$ cat src/pkg/mesu_defines.vh
// Register map, field positions and reset cause codes of the metering event unit.
`ifndef MESU_DEFINES_VH
`define MESU_DEFINES_VH

// ----------------------------------------------------------------------------
// Register indices; byte address is four times the index.
// ----------------------------------------------------------------------------
`define MESU_IDX_FLAG 8'h72
`define MESU_IDX_ENABLE 8'h73
`define MESU_IDX_STATE 8'h74
`define MESU_IDX_MISC 8'h75
`define MESU_ADDR_FLAG 10'h1C8
`define MESU_ADDR_ENABLE 10'h1CC
`define MESU_ADDR_STATE 10'h1D0
`define MESU_ADDR_MISC 10'h1D4

// ----------------------------------------------------------------------------
// Field positions.
// ----------------------------------------------------------------------------
`define MESU_FLAG_VZC 9
`define MESU_FLAG_WOVF 8
`define MESU_FLAG_WDONE 7
`define MESU_FLAG_REFR_HI 6
`define MESU_FLAG_REFR_LO 2
`define MESU_FLAG_SDROP 1
`define MESU_FLAG_PHS 0
`define MESU_FLAG_CFG 14
`define MESU_ENABLE_MASK 32'h3FF9FFFF
`define MESU_FLAG_IMPL_MASK 32'h000043FF
`define MESU_MISC_POL 2
`define MESU_MISC_RW_MASK 32'h0000003F
`define MESU_RST_POR 3'h1
`define MESU_RST_PIN 3'h2
`define MESU_RST_RXLOW 3'h3
`define MESU_RST_SOFT 3'h4
`define MESU_RST_NONE 3'h0

`endif

$ cat src/design/mesu_sync.v
// Three-stage synchroniser bank with agreement filter for external levels.
`default_nettype none

module mesu_sync #(
    parameter WIDTH = 8
) (
    input wire clock,
    input wire rst_n,
    input wire [WIDTH-1:0] async_in,
    input wire [WIDTH-1:0] reset_val,
    output reg [WIDTH-1:0] level_q
);

    reg [WIDTH-1:0] s1_q;
    reg [WIDTH-1:0] s2_q;
    reg [WIDTH-1:0] s3_q;

    genvar g;
    generate
        for (g = 0; g < WIDTH; g = g + 1) begin : g_bit
            // The first stage feeds only the second to keep metastability out.
            always @(posedge clock) begin
                if (!rst_n) begin
                    s1_q[g] <= reset_val[g];
                    s2_q[g] <= reset_val[g];
                    s3_q[g] <= reset_val[g];
                    level_q[g] <= reset_val[g];
                end else begin
                    s1_q[g] <= async_in[g];
                    s2_q[g] <= s1_q[g];
                    s3_q[g] <= s2_q[g];
                    if (s2_q[g] == s3_q[g]) begin
                        level_q[g] <= s3_q[g];
                    end
                end
            end
        end
    endgenerate

endmodule // mesu_sync

`default_nettype wire

$ cat src/design/mesu_unit.v
// Event flags, interrupt enables, system status and control of the meter.
//
// Added by the designer: the address-and-strobe port.
`default_nettype none
`include "mesu_defines.vh"

module mesu_unit (
    input wire clock,
    input wire rst_n,
    input wire [9:0] reg_addr,
    input wire [31:0] reg_wdata,
    input wire reg_write,
    input wire reg_read,
    output reg [31:0] reg_rdata_q,
    input wire voltage_zero_cross_flag,
    input wire wave_overrun_event,
    input wire wave_capture_done_event,
    input wire waveform_refresh_flag,
    input wire instant_rms_refresh_flag,
    input wire mean_rms_refresh_flag,
    input wire instant_power_refresh_flag,
    input wire mean_power_refresh_flag,
    input wire phase_meas_start,
    input wire phase_meas_finish,
    input wire wave_capture_step,
    input wire wave_capture_clear,
    input wire checksum_bad,
    input wire [7:0] grid_conditions,
    input wire [7:0] creep_flags,
    input wire [3:0] power_negative,
    input wire ram_selftest_bad,
    input wire ram_init_complete,
    input wire supply_low_pin,
    input wire reference_droop_pin,
    input wire ext_clock_abnormal_pin,
    input wire [2:0] reset_cause_in,
    input wire reset_cause_valid,
    output reg irq_pin_q,
    output reg irq_active_q
);

    // ------------------------------------------------------------------------
    // Pin inputs from other domains.
    // ------------------------------------------------------------------------
    wire [2:0] pins_s;

    mesu_sync #(
        .WIDTH(3)
    ) u_sync (
        .clock(clock),
        .rst_n(rst_n),
        .async_in({ext_clock_abnormal_pin, reference_droop_pin,
                   supply_low_pin}),
        .reset_val(3'h0),
        .level_q(pins_s)
    );

    wire supply_low_s = pins_s[0];
    wire reference_droop_s = pins_s[1];
    wire ext_clock_abnormal_s = pins_s[2];

    // ------------------------------------------------------------------------
    // Registers.
    // ------------------------------------------------------------------------
    reg [31:0] flag_q;
    reg [31:0] flag_d;
    reg [31:0] enable_q;
    reg [5:0] misc_ctl_q;
    reg [8:0] waveform_capture_count_q;
    reg [2:0] reset_cause_q;
    reg [3:0] sign_q;
    reg phase_meas_complete_q;
    reg checksum_bad_q;
    reg supply_low_prev_q;
    reg first_cycle_q;

    wire wr_flag = reg_write && (reg_addr == `MESU_ADDR_FLAG);
    wire wr_enable = reg_write && (reg_addr == `MESU_ADDR_ENABLE);
    wire wr_misc = reg_write && (reg_addr == `MESU_ADDR_MISC);

    // Checksum edge detect; the first cycle after reset is not an edge
    // because the status bit already resets to the incorrect state.
    wire cfg_fault_edge = checksum_bad && !checksum_bad_q;
    wire supply_drop_edge = supply_low_s && !supply_low_prev_q;

    reg [31:0] set_vec;
    always @* begin
        set_vec = 32'h0;
        set_vec[`MESU_FLAG_VZC] = voltage_zero_cross_flag;
        set_vec[`MESU_FLAG_WOVF] = wave_overrun_event;
        set_vec[`MESU_FLAG_WDONE] = wave_capture_done_event;
        set_vec[6] = waveform_refresh_flag;
        set_vec[5] = instant_rms_refresh_flag;
        set_vec[4] = mean_rms_refresh_flag;
        set_vec[3] = instant_power_refresh_flag;
        set_vec[`MESU_FLAG_REFR_LO] = mean_power_refresh_flag;
        set_vec[`MESU_FLAG_SDROP] = supply_drop_edge;
        set_vec[`MESU_FLAG_PHS] = phase_meas_finish;
        set_vec[`MESU_FLAG_CFG] = cfg_fault_edge;
    end

    // Sets win over a same-cycle write-one clear so no event is lost.
    always @* begin
        flag_d = flag_q;
        if (wr_flag) begin
            flag_d = flag_d & ~reg_wdata;
        end
        if (phase_meas_start) begin
            flag_d[`MESU_FLAG_PHS] = 1'b0;
        end
        flag_d = (flag_d | set_vec) & `MESU_FLAG_IMPL_MASK;
    end

    always @(posedge clock) begin
        if (!rst_n) begin
            flag_q <= 32'h0;
            enable_q <= 32'h0;
            misc_ctl_q <= 6'h0;
            checksum_bad_q <= 1'b1;
            supply_low_prev_q <= 1'b0;
        end else begin
            flag_q <= flag_d;
            checksum_bad_q <= checksum_bad;
            supply_low_prev_q <= supply_low_s;
            if (wr_enable) begin
                enable_q <= reg_wdata & `MESU_ENABLE_MASK;
            end
            if (wr_misc) begin
                misc_ctl_q <= reg_wdata[5:0];
            end
        end
    end

    // ------------------------------------------------------------------------
    // Status state.
    // ------------------------------------------------------------------------
    always @(posedge clock) begin
        if (!rst_n) begin
            sign_q <= 4'h0;
            phase_meas_complete_q <= 1'b0;
            waveform_capture_count_q <= 9'h0;
            first_cycle_q <= 1'b1;
        end else begin
            first_cycle_q <= 1'b0;
            // Sign b: reactive bit 3 follows creep bit 4, active bit 2 bit 3;
            // channel a: reactive bit 1 creep bit 1, active bit 0 creep bit 0.
            if (!creep_flags[4]) begin
                sign_q[3] <= power_negative[3];
            end
            if (!creep_flags[3]) begin
                sign_q[2] <= power_negative[2];
            end
            if (!creep_flags[1]) begin
                sign_q[1] <= power_negative[1];
            end
            if (!creep_flags[0]) begin
                sign_q[0] <= power_negative[0];
            end
            if (phase_meas_start) begin
                phase_meas_complete_q <= 1'b0;
            end else if (phase_meas_finish) begin
                phase_meas_complete_q <= 1'b1;
            end
            if (wave_capture_clear) begin
                waveform_capture_count_q <= 9'h0;
            end else if (wave_capture_step) begin
                waveform_capture_count_q <= waveform_capture_count_q
                                            + 9'h001;
            end
        end
    end

    // The cause strap is caught on the clock after release, never by reset.
    always @(posedge clock) begin
        if (!rst_n) begin
            reset_cause_q <= `MESU_RST_NONE;
        end else if (first_cycle_q || reset_cause_valid) begin
            reset_cause_q <= reset_cause_in;
        end
    end

    wire [31:0] state_word = {
        1'b0,
        grid_conditions,
        reset_cause_q,
        creep_flags,
        sign_q,
        1'b0,
        ext_clock_abnormal_s,
        ram_selftest_bad,
        ram_init_complete,
        phase_meas_complete_q,
        supply_low_s,
        reference_droop_s,
        checksum_bad_q
    };

    wire [31:0] misc_word = {7'h00, waveform_capture_count_q, 10'h000,
                             misc_ctl_q};

    // ------------------------------------------------------------------------
    // Read port and interrupt output.
    // ------------------------------------------------------------------------
    reg [31:0] rd_d;
    always @* begin
        case (reg_addr)
            `MESU_ADDR_FLAG: rd_d = flag_q;
            `MESU_ADDR_ENABLE: rd_d = enable_q;
            `MESU_ADDR_STATE: rd_d = state_word;
            `MESU_ADDR_MISC: rd_d = misc_word;
            default: rd_d = 32'h0;
        endcase
    end

    wire irq_any = |(flag_q & enable_q);

    always @(posedge clock) begin
        if (!rst_n) begin
            reg_rdata_q <= 32'h0;
            irq_active_q <= 1'b0;
            irq_pin_q <= 1'b0;
        end else begin
            reg_rdata_q <= reg_read ? rd_d : 32'h0;
            irq_active_q <= irq_any;
            irq_pin_q <= irq_any ^ misc_ctl_q[`MESU_MISC_POL];
        end
    end

endmodule // mesu_unit

`default_nettype wire

$ cat config.mk
export PLATFORM = sky130hd
export DESIGN_NAME = mesu_unit
export DESIGN_NICKNAME = d
export VERILOG_FILES = /design/src/design/mesu_sync.v /design/src/design/mesu_unit.v
export VERILOG_INCLUDE_DIRS = /design/src /design/src/pkg
export SDC_FILE = /design/constraint.sdc
export NUM_CORES = 1
export LEC_CHECK = 0
export ABC_CLOCK_PERIOD_IN_PS = 1500
export BUFFER_PORTS_ARGS = -buffer_cell sky130_fd_sc_hd__buf_2
export CAP_MARGIN = 20
export CORE_MARGIN = 3
export CORE_UTILIZATION = 46
export CTS_CLUSTER_DIAMETER = 80
export DETAILED_ROUTE_END_ITERATION = 8
export GPL_TIMING_DRIVEN = 1
export PLACE_DENSITY = 0.82
export SYNTH_ARGS = -nofsm -noshare
export SYNTH_HDL_FRONTEND = slang
export SYNTH_SLANG_ARGS = --single-unit
$ cat constraint.sdc
create_clock -name clock -period 1.5 [get_ports clock]
set_clock_uncertainty 0.15 [all_clocks]
set_input_delay 0.15 -clock clock [delete_from_list [all_inputs] [get_ports clock]]
set_output_delay 0.15 -clock clock [all_outputs]
set_load 0.005 [all_outputs]
## Word-level counts from Yosys, hierarchy flattened

Cells that the tools add are included.

| storage, ports and cells | value |
|---|---|
| flip-flop bits (word level) | 111 |
| input bits | 88 |
| output and inout bits | 34 |

| operators by class | value |
|---|---|
| add/sub/neg operators | 1 |
| equal/unequal tests | 7 |
| multiplexer cells | 4 |
| bitwise operators | 6 |
| reduce and logical (&&, ||, !) cells | 12 |

Operator list:

| kind | count |
|---|---|
| case mux 31 bit (4 select lines) | 1 |
| equality test 10 x 9 -> 1 bit, second input constant | 4 |
| OR reduction 32 bit | 1 |
| bitwise AND 15 x 30 -> 30 bit | 1 |
| bitwise AND 15 bit | 1 |
| two-way mux 15 bit | 1 |
| NOT 15 bit | 1 |
| OR 15 bit | 1 |
| adder 9 x 1 -> 9 bit, second input constant | 1 |
| logical AND 1 bit | 5 |
| OR reduction 2 bit | 2 |
| equality test 1 bit | 3 |
| logical NOT 1 bit | 2 |
| two-way mux 1 bit | 2 |
| AND reduction 2 bit | 1 |
| logical OR 1 bit | 1 |
| NOT 1 bit | 1 |
| bitwise XOR 1 bit | 1 |

## Logic depth before layout (Yosys ltp)

| depth | value |
|---|---|
| depth after elaboration | 5 |
| depth in mapped cells | 6 |
| depth with buffers taken out | 5 |

## Cells and area by module

Synthesis repeated with hierarchy kept, for this count alone.

| second synthesis, totals | value |
|---|---|
| cell total of the unflattened synthesis | 469 |
| area, all modules | 4315.4 sq um |

By module, submodules not included:

| module | instances | cells each | area an instance (sq um) | sequential area each (sq um) |
|---|---|---|---|---|
| mesu_unit | 1 | 422 | 3844.9 | 1961.9 |
| mesu_sync | 1 | 47 | 470.5 | 270.3 |

## Least setup slack after synthesis

No wires, ideal clock.

| timing path | value |
|---|---|
| path type | in2reg |
| from | in reg_addr[2] |
| to | reg misc_ctl_q[0] |
| setup time | 72 ps |
| data arrival time | 1414 ps |
| data required time | 1278 ps |
| path slack | -136 ps |
| stages | 6 |
| cell sequence | buf_4 -> or3b_4 -> nor3_4 -> and3_1 -> buf_6 -> mux2i_1 |

| between the ends | value |
|---|---|
| word-level cells in the longest chain between the ends | 2 |

RTL lines:

| item | RTL line | RTL |
|---|---|---|
| from (decl) | mesu_unit.v:10 | `input wire [9:0] reg_addr,` |
| equality test 10 x 9 -> 1 bit | - |  |
| logical AND 1 bit | mesu_unit.v:79 | `` wire wr_misc = reg_write && (reg_addr == `MESU_ADDR_MISC); `` |
| to (signal assigned) | mesu_unit.v:129 | `misc_ctl_q <= reg_wdata[5:0];` |
| to (decl) | mesu_unit.v:68 | `reg [5:0] misc_ctl_q;` |

Every way passes these cells.
A chain may end at the register's enable or synchronous reset.

## Worst setup path in the final report

| timing path | value |
|---|---|
| from | in reset_cause_valid |
| to | reg reset_cause_q[0] |

| between the ends | value |
|---|---|
| word-level cells in the longest chain between the ends | 1 |

RTL lines:

| item | RTL line | RTL |
|---|---|---|
| from (decl) | mesu_unit.v:37 | `input wire reset_cause_valid,` |
| logical OR 1 bit | mesu_unit.v:177 | `end else if (first_cycle_q \|\| reset_cause_valid) begin` |
| to (signal assigned) | mesu_unit.v:176 | `` reset_cause_q <= `MESU_RST_NONE; `` |
| to (signal assigned) | mesu_unit.v:178 | `reset_cause_q <= reset_cause_in;` |
| to (decl) | mesu_unit.v:70 | `reg [2:0] reset_cause_q;` |

Every way passes these cells.

==> qor.yml <==
vias: 4362
async_reset_ff_share_pct: 0
synth_cell_type_count: 43
syn_area_per_cell_sq_um: 9.07
insertion_delay_ns: 0.37
arrival_ns: 1.59
synth_fp_nets: 559
finalCritPeriodShare_pct: 97.6
dpl_worst_slack_ns: -0.162
crit_type: "primary input to register"
worstHoldPathType: "primary input to register"
clock.fmax_ghz: 0.683
end_kind: "register"
synth.cell_area_sq_um: 4260
utilization_pct: 69.4
root_buffer: "clkbuf_8"
hpwl_um: 8680
fin_crit_ns: 1.46
numPortBuffers: 116
synth_top_area_cell: "dfxtp_1"
globalplace.congestion: 0.893
yosysWarnings: 0
highest_layer: "met4"
crit_fanout: 4
track_usage_pct: 25.4
n_antenna_cell: 0
dr_wl_met2_um: 6440
die_area_sq_um: 10500
cp.required_ns: 1.63
wl_per_cell_um: 16.9
clkSinkCount: 110
yosysSeqAreaShare_pct: 51.7
final_antenna_net_count: 0
yosysMostFrequentCell: "dfxtp_1"
core-area_sq_um: 8850
synthTopCellsByCount: "110 x dfxtp_1, 55 x nand3_1, 50 x nand2_1"
grt-ovfl-total: 0
setup_slack_ns: 0.0358
max-vdd-ir-drop_mv: 0.447
ios: 122
grt_max_degree: 55
synth_area_leaders: "dfxtp_1 52%, nand3_1 6.5%, nand2_1 4.4%, a22oi_1 4.1%, nor2_1 4.1%"
slew_violations: 0
maxCapViolCount: 0
num_rows: 34
grt_pass1_vias: 4404
yosysTopAreaCellShare_pct: 51.7
cts_tree: "yes"
cts_buffer_depth: 2
postSynthCellCount: 470
setup-violations-final: 0
synth_edf_count: 0
finalHoldViolations: 0
p_per_area_nw_per_um2: 875
nNetsFinal: 768
grt_pass1_wl_um: 20700
status: "complete, no violations"
ys.flop_type: "dfxtp_1"
wl_um: 13400
die_w_um: 102
drive_gt1_share_pct: 26.9
power.leakage_nw: 2.71
start_util_pct: 48.2
drc: 0
via_per_inst: 5.51
antenna_found_initial: 0
drtIter0Drc: 293
cp-start-kind: "primary input"
cts_htree_levels: 3
wl_met1_um: 5350
cts_made_buffers: 9
hold_slack_ns: 0.109
syn_to_final_growth_pct: 44.2
met3_length_um: 1000
first_pass_iters: 5
synth_seq_cells: 110
clk_pin_slew_worst_paths_ns: 0.11
die_h_um: 102
reg2reg_slack_ns: 0.09
## per-stage QoR
step	power (mW)	setup TNS, ns	cells	cell area [sq um]
3_5_place_dp	3.42	-2.87	698	5130
6_report	5.38	0	792	6140
5_1_grt	5.56	-0.0106	792	6140
2_1_floorplan	3.22	-0.619	470	4270
3_3_place_gp	3.41	-1.81	698	5130
4_1_cts	5.36	0	793	6130
## critical path: stages
cell and delay, ns:
dlygate4sd3_1 0.53, buf_2 0.14, o21ai_1 0.14, dlygate4sd3_1 0.57, a21oi_1 0.06
## repair_timing
item / in CTS / in global routing
gates resized for setup: 0 / 7
setup buffers: 0 / 0
setup endpoints to repair: 0 / 8
hold buffers: 79 / 0
hold endpoints to repair: 75 / 0
## sequential cells by signal, indices dropped and copies added (netlist names)
register                  flops
u_sync.s3_q                   3
phase_meas_complete_q         1
irq_pin_q                     1
flag_q                       11
irq_active_q                  1
reg_rdata_q                  31
u_sync.s1_q                   3
checksum_bad_q                1
sign_q                        4
waveform_capture_count_q      9
u_sync.level_q                3
u_sync.s2_q                   3
misc_ctl_q                    6
first_cycle_q                 1
reset_cause_q                 3
supply_low_prev_q             1
enable_q                     28
## worst paths after layout
check	from	endpoint	cells after the start
worst max-delay path	reset_cause_valid	reset_cause_q[0]	5
worst min-delay path	rst_n	checksum_bad_q	3
worst max register to register	waveform_capture_count_q[1]	waveform_capture_count_q[8]	5
worst min register to register	u_sync.s1_q[1]	u_sync.s2_q[1]	1
## report_power, final
group / total (mW) / internal (mW) / switching, mW
clock: 1.84 / 0.830 / 1.01
combinational: 0.540 / 0.309 / 0.232
sequential: 3.00 / 2.97 / 0.0355
total: 5.38 / 4.10 / 1.27
## per-layer routing
metal,global-route usage (%),vias up
met1,31.1,2019
met4,15.5,0
met2,41.9,235
li1,-,2057
met3,4.03,51
met5,0,-
## logic make-up after synthesis
family,count (synthesis),share of synthesized area [%]
multiplexers,22,5.34
buffers and inverters,44,4.29
other,1,0.0880
AND/OR/NAND/NOR,195,22.5
AO/OA/AOI/OAI,89,14.2
adder cells (fa/ha/maj),1,0.294
flip-flops,110,51.7
XOR/XNOR,8,1.64
## cell type report
class	count	area (sq um)
Clock inverter	6	68.8
Inverter	12	45.0
Fill cell	638	2710
Timing Repair Buffer	230	1660
Clock buffer	10	138
Sequential cell	110	2200
Tap cell	108	135
Multi-Input combinational cell	316	1900
## layout by cell type (no fill, tap or decap), drive strengths merged, types with 3 or more instances in the layout
cell and instances:
a21oi 16, a22o 9, a22oi 23, a41oi 8, and2 12, and3 6, and4 4, buf 152
clkbuf 10, dfxtp 110, dlygate4sd3 78, inv 14, mux2 6, mux2i 16, nand2 50, nand2b 5
nand3 55, nand4 3, nor2 46, nor2b 4, nor3 3, o21ai 21, xor2 7
Note: power is estimated with default switching activity, not from simulation.
